--- config.mk ---
export PLATFORM = sky130hd
export DESIGN_NAME = fpr_requantizer
export DESIGN_NICKNAME = d
export VERILOG_FILES = /design/src/fpr_pkg.sv /design/src/fpr_requantizer.sv
export VERILOG_INCLUDE_DIRS = /design/src
export SDC_FILE = /design/constraint.sdc
export NUM_CORES = 1
export LEC_CHECK = 0
export BUFFER_PORTS_ARGS = -buffer_cell sky130_fd_sc_hd__buf_2
export CAP_MARGIN = 5
export CORE_AREA = 2 2 39 41
export CTS_BUF_LIST = sky130_fd_sc_hd__clkbuf_2 sky130_fd_sc_hd__clkbuf_4 sky130_fd_sc_hd__clkbuf_8
export DETAILED_ROUTE_END_ITERATION = 10
export DIE_AREA = 0 0 41 43
export PLACE_DENSITY_LB_ADDON = 0.1
export SETUP_SLACK_MARGIN = 0.5
export SLEW_MARGIN = 5
export SYNTH_ARGS = -nofsm -noshare
export SYNTH_HDL_FRONTEND = slang
export SYNTH_SLANG_ARGS = --single-unit
--- constraint.sdc ---
create_clock -name clk -period 0.8 [get_ports clk]
set_input_delay 0.16 -clock clk [delete_from_list [all_inputs] [get_ports clk]]
set_output_delay 0.16 -clock clk [all_outputs]
set_load 0.05 [all_outputs]
--- src/fpr_defines.svh ---
// Constants for the fixed-point requantizer: widths, signedness, counts
`ifndef FPR_DEFINES_SVH
`define FPR_DEFINES_SVH
`define FPR_IN_W      16
`define FPR_IN_F      8
`define FPR_OUT_W     8
`define FPR_OUT_I     4
`define FPR_SIGNED    1
`define FPR_SAT_BITS  0
`define FPR_SYNC_LEN  2
`endif

--- src/fpr_pkg.sv ---
// Types of the fixed-point requantizer: modes and data carriers
`include "fpr_defines.svh"
package fpr_pkg;
  typedef enum logic [2:0] {
    round_plus_inf_mode       = 3'h0,
    round_toward_zero_mode    = 3'h1,
    round_minus_inf_mode      = 3'h2,
    round_infinity_mode       = 3'h3,
    round_convergent_mode     = 3'h4,
    truncate_mode             = 3'h5,
    truncate_toward_zero_mode = 3'h6
  } fpr_qmode_t;

  typedef enum logic [2:0] {
    saturate_mode            = 3'h0,
    saturate_to_zero_mode    = 3'h1,
    saturate_symmetric_mode  = 3'h2,
    wrap_around_mode         = 3'h3,
    sign_magnitude_wrap_mode = 3'h4
  } fpr_omode_t;

  typedef struct packed {
    logic                   valid;
    logic [`FPR_IN_W-1:0]   data;
  } fpr_in_t;

  typedef struct packed {
    logic                   valid;
    logic                   overflow;
    logic                   inexact;
    logic [`FPR_OUT_W-1:0]  data;
  } fpr_out_t;
endpackage

--- src/fpr_requantizer.sv ---
// Fixed-point requantizer: rounding of low bits, overflow of high bits
//
// Summary of operation
// - Round nearest, ties toward plus infinity
// - Round nearest, ties toward zero
// - Round nearest, ties toward minus infinity
// - Ties follow lsb and sign
// - Convergent: ties up when lsb set
// - Truncate: drop low bits, no correction
// - Truncate toward zero for negatives
// - Saturate overflow to max or min
// - Overflow in either direction gives zero
// - Symmetric saturation, negated max when signed
// - Wrap with zero count drops high bits
// - Wrap count N forces top bits one
// - Wrap count N keeps original sign
// - Sign-magnitude wrap takes lowest dropped bit
// - Sign mismatch inverts remaining bits
// - Sign-magnitude count N saturates, keeps sign
// - Signed or unsigned target chosen at elaboration
// - Fraction bits are width minus integer bits
// - Saturation count defaults to zero
`timescale 1ns/1ps
`include "fpr_defines.svh"
module fpr_requantizer #(
  parameter int                 IN_W     = `FPR_IN_W,
  parameter int                 IN_F     = `FPR_IN_F,
  parameter int                 W        = `FPR_OUT_W,
  parameter int                 I        = `FPR_OUT_I,
  parameter bit                 SIGNED   = `FPR_SIGNED,
  parameter fpr_pkg::fpr_qmode_t Q_MODE  = fpr_pkg::truncate_mode,
  parameter fpr_pkg::fpr_omode_t O_MODE  = fpr_pkg::wrap_around_mode,
  parameter int                 N        = `FPR_SAT_BITS
) (
  // Clock and reset
  input  wire logic             clk,
  input  wire logic             rstn,
  // Wide value from the upstream datapath
  input  wire fpr_pkg::fpr_in_t in_word,
  // Requantized result
  output fpr_pkg::fpr_out_t     out_word
);

  // Format geometry
  localparam int F  = W - I;
  localparam int D  = IN_F - F;
  localparam int QW = IN_W - D + 1;

  //////////////////////////////////////////////////////////////////////
  // Reset synchroniser

  logic [`FPR_SYNC_LEN-1:0] rst_sync_reg;
  logic                     rst_n_sync;

  // Release asynchronous reset through two flops
  always_ff @(posedge clk or negedge rstn) begin
    if (!rstn) begin
      rst_sync_reg <= '0;
    end else begin
      rst_sync_reg <= {rst_sync_reg[`FPR_SYNC_LEN-2:0], 1'b1};
    end
  end
  assign rst_n_sync = rst_sync_reg[`FPR_SYNC_LEN-1];

  //////////////////////////////////////////////////////////////////////
  // Quantization of the dropped low bits

  logic [IN_W-1:0] din;
  logic            neg;
  logic            half;
  logic            sticky;
  logic [QW-1:0]   trunc;
  logic            lsb;
  logic            inc;
  logic [QW-1:0]   q;

  // Split the input at the target binary point
  assign din    = in_word.data;
  assign neg    = din[IN_W-1];
  assign half   = din[D-1];
  assign sticky = (D > 1) ? |(din & ((IN_W'(1) << (D - 1)) - IN_W'(1)))
                          : 1'b0;
  assign trunc  = {neg, din[IN_W-1:D]};
  assign lsb    = trunc[0];

  // Increment decision per rounding mode
  always_comb begin
    case (Q_MODE)
      fpr_pkg::round_plus_inf_mode:
        inc = half;
      fpr_pkg::round_toward_zero_mode:
        inc = half & (sticky | neg);
      fpr_pkg::round_minus_inf_mode:
        inc = half & sticky;
      fpr_pkg::round_infinity_mode:
        inc = half & (sticky | (neg ? ~lsb : lsb));
      fpr_pkg::round_convergent_mode:
        inc = half & (sticky | lsb);
      fpr_pkg::truncate_mode:
        inc = 1'b0;
      fpr_pkg::truncate_toward_zero_mode:
        inc = neg & (half | sticky);
      default:
        inc = 1'b0;
    endcase
  end

  // Rounded value, one spare top bit for the carry
  assign q = trunc + {{(QW-1){1'b0}}, inc};

  //////////////////////////////////////////////////////////////////////
  // Overflow of the dropped high bits

  logic          qsign;
  logic          fits;
  logic          pos_ovf;
  logic          neg_ovf;
  logic [W-1:0]  max_val;
  logic [W-1:0]  min_val;
  logic [W-1:0]  sym_min;
  logic [W-1:0]  sat_mask;
  logic [W-1:0]  sm_low;
  logic [W-1:0]  result;

  // Range check against the target format
  assign qsign   = q[QW-1];
  assign fits    = SIGNED ? (&q[QW-1:W-1] | ~|q[QW-1:W-1])
                          : ~|q[QW-1:W];
  assign pos_ovf = ~fits & ~qsign;
  assign neg_ovf = ~fits & qsign;

  // Extreme values of the target format
  assign max_val  = SIGNED ? {1'b0, {(W-1){1'b1}}} : {W{1'b1}};
  assign min_val  = SIGNED ? {1'b1, {(W-1){1'b0}}} : {W{1'b0}};
  assign sym_min  = SIGNED ? (~max_val + W'(1)) : {W{1'b0}};
  assign sat_mask = ~({W{1'b1}} >> N);

  // Sign-magnitude fold: lowest dropped bit against top kept bit
  genvar b;
  generate
    for (b = 0; b < W; b = b + 1) begin : g_sm
      assign sm_low[b] = q[b] ^ (q[W] ^ q[W-1]);
    end
  endgenerate

  // Final value per overflow mode
  always_comb begin
    result = q[W-1:0];
    case (O_MODE)
      fpr_pkg::saturate_mode: begin
        if (pos_ovf) result = max_val;
        if (neg_ovf) result = min_val;
      end
      fpr_pkg::saturate_to_zero_mode: begin
        if (!fits) result = {W{1'b0}};
      end
      fpr_pkg::saturate_symmetric_mode: begin
        if (pos_ovf) result = max_val;
        if (neg_ovf) result = sym_min;
      end
      fpr_pkg::wrap_around_mode: begin
        if (N > 0 && !fits) begin
          result = q[W-1:0] | sat_mask;
          if (SIGNED) result[W-1] = qsign;
        end
      end
      fpr_pkg::sign_magnitude_wrap_mode: begin
        result    = sm_low;
        result[W-1] = q[W];
        if (N > 0 && !fits) begin
          result = sm_low | sat_mask;
          if (SIGNED) result[W-1] = qsign;
        end
      end
      default: result = q[W-1:0];
    endcase
  end

  //////////////////////////////////////////////////////////////////////
  // Output register

  // Result appears one clock after a valid input
  always_ff @(posedge clk or negedge rst_n_sync) begin
    if (!rst_n_sync) begin
      out_word <= '0;
    end else begin
      out_word.valid    <= in_word.valid;
      out_word.overflow <= in_word.valid & ~fits;
      out_word.inexact  <= in_word.valid & (half | sticky);
      if (in_word.valid) begin
        out_word.data <= result;
      end
    end
  end

  //////////////////////////////////////////////////////////////////////
  // Assertions

  logic [W-1:0] tl0;
  logic [W-1:0] tl1;
  logic         tie;
  logic [W-1:0] nosign_mask;

  // Reference values taken straight from the truncated input
  assign tl0         = trunc[W-1:0];
  assign tl1         = trunc[W-1:0] + W'(1);
  assign tie         = half & ~sticky;
  assign nosign_mask = sat_mask & {1'b0, {(W-1){1'b1}}};
endmodule

==> results of run 1 <==
area by class of cell:
class	count	area, sq um	area share
Sequential cell	13	340.3	0.3804
Timing Repair Buffer	37	324.1	0.3622
Multi-Input combinational cell	14	176.4	0.1972
Clock buffer	4	30.03	0.03357
Tap cell	16	20.02	0.02238
Inverter	1	3.754	0.004196
synth_stat cells:
master / instances
a21oi_1: 1
buf_6: 1
conb_1: 1
dfrtp_1: 13
inv_1: 1
mux2_4: 8
nand4_1: 1
nor4_1: 1
o21ai_0: 1
o41a_1: 1
per-layer routing:
metal,GRT usage,part of all wire,vias up
met5,0,0,-
met4,0.08000,0.0061,0
met3,0.06283,0.064,2
met2,0.2250,0.51,17
met1,0.1588,0.42,190
li1,-,-,183
cell families (layout without fill, tap and decap cells):
kind of cell    Yosys count  after routing
mux                       8              8
buf+inv                   2             42
simple gates              2              2
flops                    13             13
compound gates            3              3
other cells               1              1
worst max-delay path by stage:
stage / start / to / cells past startpoint
after floorplan: out_word[0] / out_word[0] / 1
after global placement: in_word[16] / out_word[2] / 2
after detailed placement: in_word[16] / out_word[1] / 2
after CTS: out_word[7] / out_word[7] / 1
after global routing: out_word[5] / out_word[5] / 1
final: out_word[5] / out_word[5] / 1
through the flow:
step	utilization	setup TNS [ns]	hold slack [ns]
global route	0.6465	-3.074	0.09362
CTS	0.6257	-2.615	-0.3490
detailed placement	0.4982	-0.8583	-0.05432
global placement	0.4982	-0.6221	-0.05334
floorplan	-	-0.8758	-0.1356
finish	0.6465	-2.457	0.1079
timing repair:
action / in CTS / in global routing
pin swaps: 3 / 1
endpoints found under the hold margin: 2 / 2
gates resized for setup: 32 / 6
cloned: 0 / 0
buffers inserted: 6 / 0
setup endpoints to repair: 33 / 28
power by group:
part           internal, uW  switching [uW]  total, uW
logic                   256             266        522
clock network           227             192        419
registers               721            39.5        760
total                  1200             498       1700
==> impl_metrics.csv, run 1 <==
group,metric,value,unit
outcome,outcome,"finished with violations",
outcome,violations,"setup timing",
yosys,yosys.area.top_type_share,0.6533,
cells_and_area,drive_gt1_frac,0.8986,
clocking,cts.htree.levels,1,
drt,via_per_inst,4.612,
die,dieWidth,41,microns
clocking,cts-root-buf,"clkbuf_4",
grt,grt_overflow,0,
worst_setup_path,required,0.64,ns
placed_design,dpl_cell_area,689.4,sq um
placed_design,place_ws,-0.1081,ns
sta,period_needed,1.003,ns
sta,rsz0062_at_grt,"yes",
cells_and_area,nNetsFinal,89,
drt,routed_wl,980,microns
clocking,cts_max_path_buffers,2,
sta,maxSlewViolCount,0,
die,fp.coreArea,1384,sq um
cells_and_area,mostFrequentLayoutCells,"buf_6, buf_2, dfrtp_2",
worst_setup_path,critPathBufInv,1,
run,drv_cap,0,
worst_setup_path,path_cells,"buf_6",
yosys,synth_top_family_by_area,"multiplexers",
worst_setup_path,reg2regPathDepth,2,
worst_setup_path,setup.worst_path.class,"register to primary output",
cells_and_area,final_area,894.6,sq um
yosys,synth_cell_types,10,
cells_and_area,largest_reg_flops,11,
clocking,tritoncts,"yes",
worst_setup_path,critPathSlowestCell,"dfrtp_2",
clocking,clk_pin_slew_worst_paths,0.07,ns
sta,hold_viol,0,
worst_setup_path,crit_arrival,0.84,ns
die,start_util,0.3599,
cells_and_area,final_common_cell,"buf_6",
yosys,yosys.area_share.simple,0.02513,
cells_and_area,syn_to_final_growth,79.65,%
power_and_ir_drop,p_total,1701,uW
drt,first_pass_iters,2,
yosys,syn_area,498.0,sq um
yosys,synthXorXnorAreaFrac,0,
grt,antenna_found_initial,0,
cells_and_area,nFillCells,111,
die,num_rows,14,
cells_and_area,fin_cells,85,
placed_design,dp_hpwl,705.2,microns
worst_hold_path,hold_path_startpoint,"in_word[1]",
placed_design,gp_congestion,0.6314,
yosys,synthTopCellsByArea,"dfrtp_1, mux2_4, buf_6",
grt,grt_pass1_wl,1635,microns
sta,setup_viol,15,
drt,drc_errors,0,
worst_setup_path,start_kind,"register",
placed_design,dp_cells,74,
clocking,clock_sinks,13,
sta,final.period_utilization,1.254,
drt,num_vias,392,
worst_hold_path,hp-class,"primary input to register",
yosys,syn_inst,29,
yosys,synth_top_area_cell,"dfrtp_1",
die,die_area,1763,sq um
worst_setup_path,cp_slowest_stage_delay,0.42,ns
power_and_ir_drop,power_leakage,0.0004314,uW
sta,max_freq,0.9972,GHz
yosys,syn_avg_cell_area,17.17,sq um
worst_setup_path,rrSetupSlack,-0.10,ns
sta,skew,0.002335,ns
worst_setup_path,critPathMaxFanout,2,
drt,wl_per_cell,11.53,microns
clocking,clk_latency,0.26,ns
worst_setup_path,r2r-start,"out_word[0]",
yosys,muxShareOfSynthArea,0.2412,
power_and_ir_drop,ir_drop,972.6,uV
yosys,synth_compound_area_frac,0.04271,
yosys,yosys_warnings,0,
worst_setup_path,timing.rr.end,"out_word[0]",
grt,grt_max_degree,12,
die,ioPinCount,30,
grt,grt_pass1_vias,374,
yosys,syn_nets,48,
grt,grt_usage,0.1458,
sta,setup_ws,-0.2028,ns
drt,antenna_left,0,
worst_setup_path,endpoint_kind,"primary output",
die,die_h,43,microns
power_and_ir_drop,power_density,1901,nW/um^2
worst_setup_path,cp_top_family,"flip-flops",
cells_and_area,diodes,0,
drt,drt-initial-drc-count,2,
yosys,yosysSeqAreaShare,0.6533,
yosys,synth_fa_ha_area_frac,0,
worst_hold_path,holdPathStages,2,
worst_hold_path,hold_path_end,"out_word[8]",
placed_design,io_buffers,29,
clocking,cts_buffers,3,
yosys,ys_seq_elements,13,
Note: power is estimated with default switching activity, not from simulation.
==> inputs of run 2 (changes only) <==
- ABC_AREA: default -> 1
==> run 2 against run 1 <==
Effect of this change:
- the run ends with hold timing, setup timing left
- critical endpoint is now out_word[7]
- worst hold slack lost 0.45 ns
- final cell count up 24%
- largest power group unchanged
- global-route usage is 1.1 points lower
- total power shrank 3.8%
- non-clock buffer count fell by 2
- first-iteration DRC count stayed put
- largest cell class unchanged
==> impl_metrics.csv, run 2 <==
group,metric,value,unit
cells_and_area,largest_reg_flops,11,
placed_design,gp_congestion,0.6079,
yosys,synthFlopType,"dfrtp_1",
drt,num_vias,435,
yosys,synth.top_cells.by_count,"nand2_1, dfrtp_1, nor2_1",
outcome,violations,"hold timing, setup timing",
cells_and_area,nFillCells,122,
drt,routed_wl,1058,microns
worst_setup_path,critPathMaxFanout,2,
worst_setup_path,path_cells,"buf_6",
sta,final.period_utilization,1.249,
sta,max_freq,1.001,GHz
die,die_area,1763,sq um
worst_setup_path,cp_top_family,"flip-flops",
grt,grt_pass1_wl,1573,microns
sta,rsz0062_at_grt,"yes",
clocking,clk_pin_slew_worst_paths,0.08,ns
yosys,synth_top_area_cell,"dfrtp_1",
die,dieWidth,41,microns
power_and_ir_drop,p_total,1636,uW
clocking,clk_latency,0.27,ns
sta,skew,0.002283,ns
cells_and_area,drive_gt1_frac,0.6854,
grt,grt_overflow,0,
grt,antenna_found_initial,0,
clocking,cts-root-buf,"clkbuf_4",
sta,setup_ws,-0.1990,ns
die,num_rows,14,
power_and_ir_drop,power_density,1854,nW/um^2
yosys,synthMostInstantiatedCell,"nand2_1",
drt,first_pass_iters,2,
drt,antenna_left,0,
die,fp.coreArea,1384,sq um
cells_and_area,final_area,882.1,sq um
die,die_h,43,microns
clocking,cts_max_path_buffers,2,
cells_and_area,nNetsFinal,109,
worst_setup_path,rrSetupSlack,0.07,ns
sta,maxSlewViolCount,0,
drt,drt-initial-drc-count,2,
worst_hold_path,hp-class,"primary input to async pin",
yosys,yosys.area.top_type_share,0.6650,
grt,grt_pass1_vias,416,
placed_design,io_buffers,29,
worst_setup_path,cp_slowest_stage_delay,0.42,ns
clocking,cts_buffers,3,
worst_setup_path,crit_arrival,0.84,ns
sta,hold_viol,2,
clocking,cts.htree.levels,1,
clocking,tritoncts,"yes",
yosys,async_flop_share,1.000,
placed_design,dp_hpwl,758.4,microns
yosys,yosysSeqAreaShare,0.6650,
power_and_ir_drop,power_leakage,0.0004446,uW
cells_and_area,final_common_cell,"nand2_1",
sta,holdWs,-0.3403,ns
clocking,clock_sinks,13,
die,ioPinCount,30,
placed_design,dpl_cell_area,679.4,sq um
yosys,syn_avg_cell_area,9.593,sq um
cells_and_area,utilization,0.6374,
worst_setup_path,setup.worst_path.class,"register to primary output",
cells_and_area,syn_to_final_growth,80.31,%
worst_setup_path,reg2regPathDepth,3,
worst_setup_path,timing.rr.end,"out_word[0]",
cells_and_area,diodes,0,
worst_setup_path,start_kind,"register",
drt,drc_errors,0,
run,drv_cap,0,
worst_setup_path,critPathSlowestCell,"dfrtp_2",
cells_and_area,mostFrequentLayoutCells,"nand2_1, buf_6, buf_2",
sta,setup_viol,11,
drt,wl_per_cell,10.08,microns
yosys,yosys_warnings,0,
yosys,syn_nets,70,
outcome,outcome,"finished with violations",
worst_setup_path,required,0.64,ns
sta,period_needed,0.9990,ns
drt,via_per_inst,4.143,
yosys,synthTopCellsByArea,"dfrtp_1, nand2_1, nor2_1",
yosys,ys_seq_elements,13,
worst_setup_path,r2r-start,"out_word[0]",
worst_setup_path,endpoint_kind,"primary output",
grt,grt_usage,0.1344,
yosys,syn_area,489.2,sq um
yosys,synth_edf_count,0,
grt,grt_max_degree,11,
yosys,synth_cell_types,10,
die,start_util,0.3535,
worst_setup_path,critPathBufInv,1,
yosys,syn_inst,51,
power_and_ir_drop,ir_drop,1009,uV
sta,fin_setup_tns,-2.058,ns
==> run 2: changes by cell type after synthesis <==
cell	delta
nand4_1	-1
mux2_4	-8
nor2_2	+1
nand2_1	+26
o21ai_0	-1
inv_1	-1
nor2_1	+5
o21bai_1	+1
inv_6	+1
o41a_1	-1
nand3_1	+1
nor4_1	-1
==> run 2: power breakdown <==
part	total [uW]	switching, uW	internal [uW]
registers	746	31.3	714
logic	459	265	194
clock network	431	204	227
==> run 2: per-stage QoR <==
step | std cells | setup WS (ns)
2_1_floorplan | 51 | 0.06225
3_3_place_gp | 97 | 0.05128
3_5_place_dp | 97 | 0.04894
4_1_cts | 105 | -0.2108
5_1_grt | 105 | -0.2333
6_report | 105 | -0.1990
==> run 2: cell families after synthesis <==
| kind of cell | after synthesis | synth area share |
|---|---|---|
| flip-flops | 13 | 0.6650 |
| AND/OR/NAND/NOR | 33 | 0.2609 |
| other | 1 | 0.007665 |
| AO/OA/AOI/OAI | 2 | 0.02557 |
| buffers and inverters | 2 | 0.04092 |
==> run 2: final cells by class <==
| type | instances | area (sq um) | area share |
|---|---|---|---|
| Inverter | 1 | 11.26 | 0.01277 |
| Tap cell | 16 | 20.02 | 0.02270 |
| Timing Repair Buffer | 35 | 305.3 | 0.3461 |
| Clock buffer | 4 | 30.03 | 0.03404 |
| Sequential cell | 13 | 340.3 | 0.3858 |
| Multi-Input combinational cell | 36 | 175.2 | 0.1986 |
==> run 2: worst max path at each step <==
stage                           start           to  slack [ns]  cells after the start
after global routing      out_word[5]  out_word[5]       -0.23                      1
after global placement    out_word[6]  out_word[6]        0.05                      1
after CTS                 out_word[6]  out_word[6]       -0.21                      1
after floorplan           out_word[0]  out_word[0]        0.06                      2
final                     out_word[7]  out_word[7]       -0.20                      1
after detailed placement  out_word[0]  out_word[0]        0.05                      1
==> run 2: worst reg2reg max path, delay by kind of cell (launching register included) <==
kind,cells,cell delay [ns]
flip-flops,1,0.41
buffers and inverters,1,0.13
AND/OR/NAND/NOR,2,0.09
==> run 2: what timing repair did <==
action	in CTS	in global routing
endpoints found under the hold margin	2	2
endpoints found under the setup margin	33	33
pin swaps	7	8
gates resized for setup	28	16
cloned	0	0
buffers inserted	4	0
==> run 2: routing by layer <==
metal  track usage  wire, microns  vias up
li1              -              -      232
met1        0.1616            471      186
met2        0.2063            524       15
met3       0.03141             56        2
met4       0.08000              5        0
met5             0              0        -
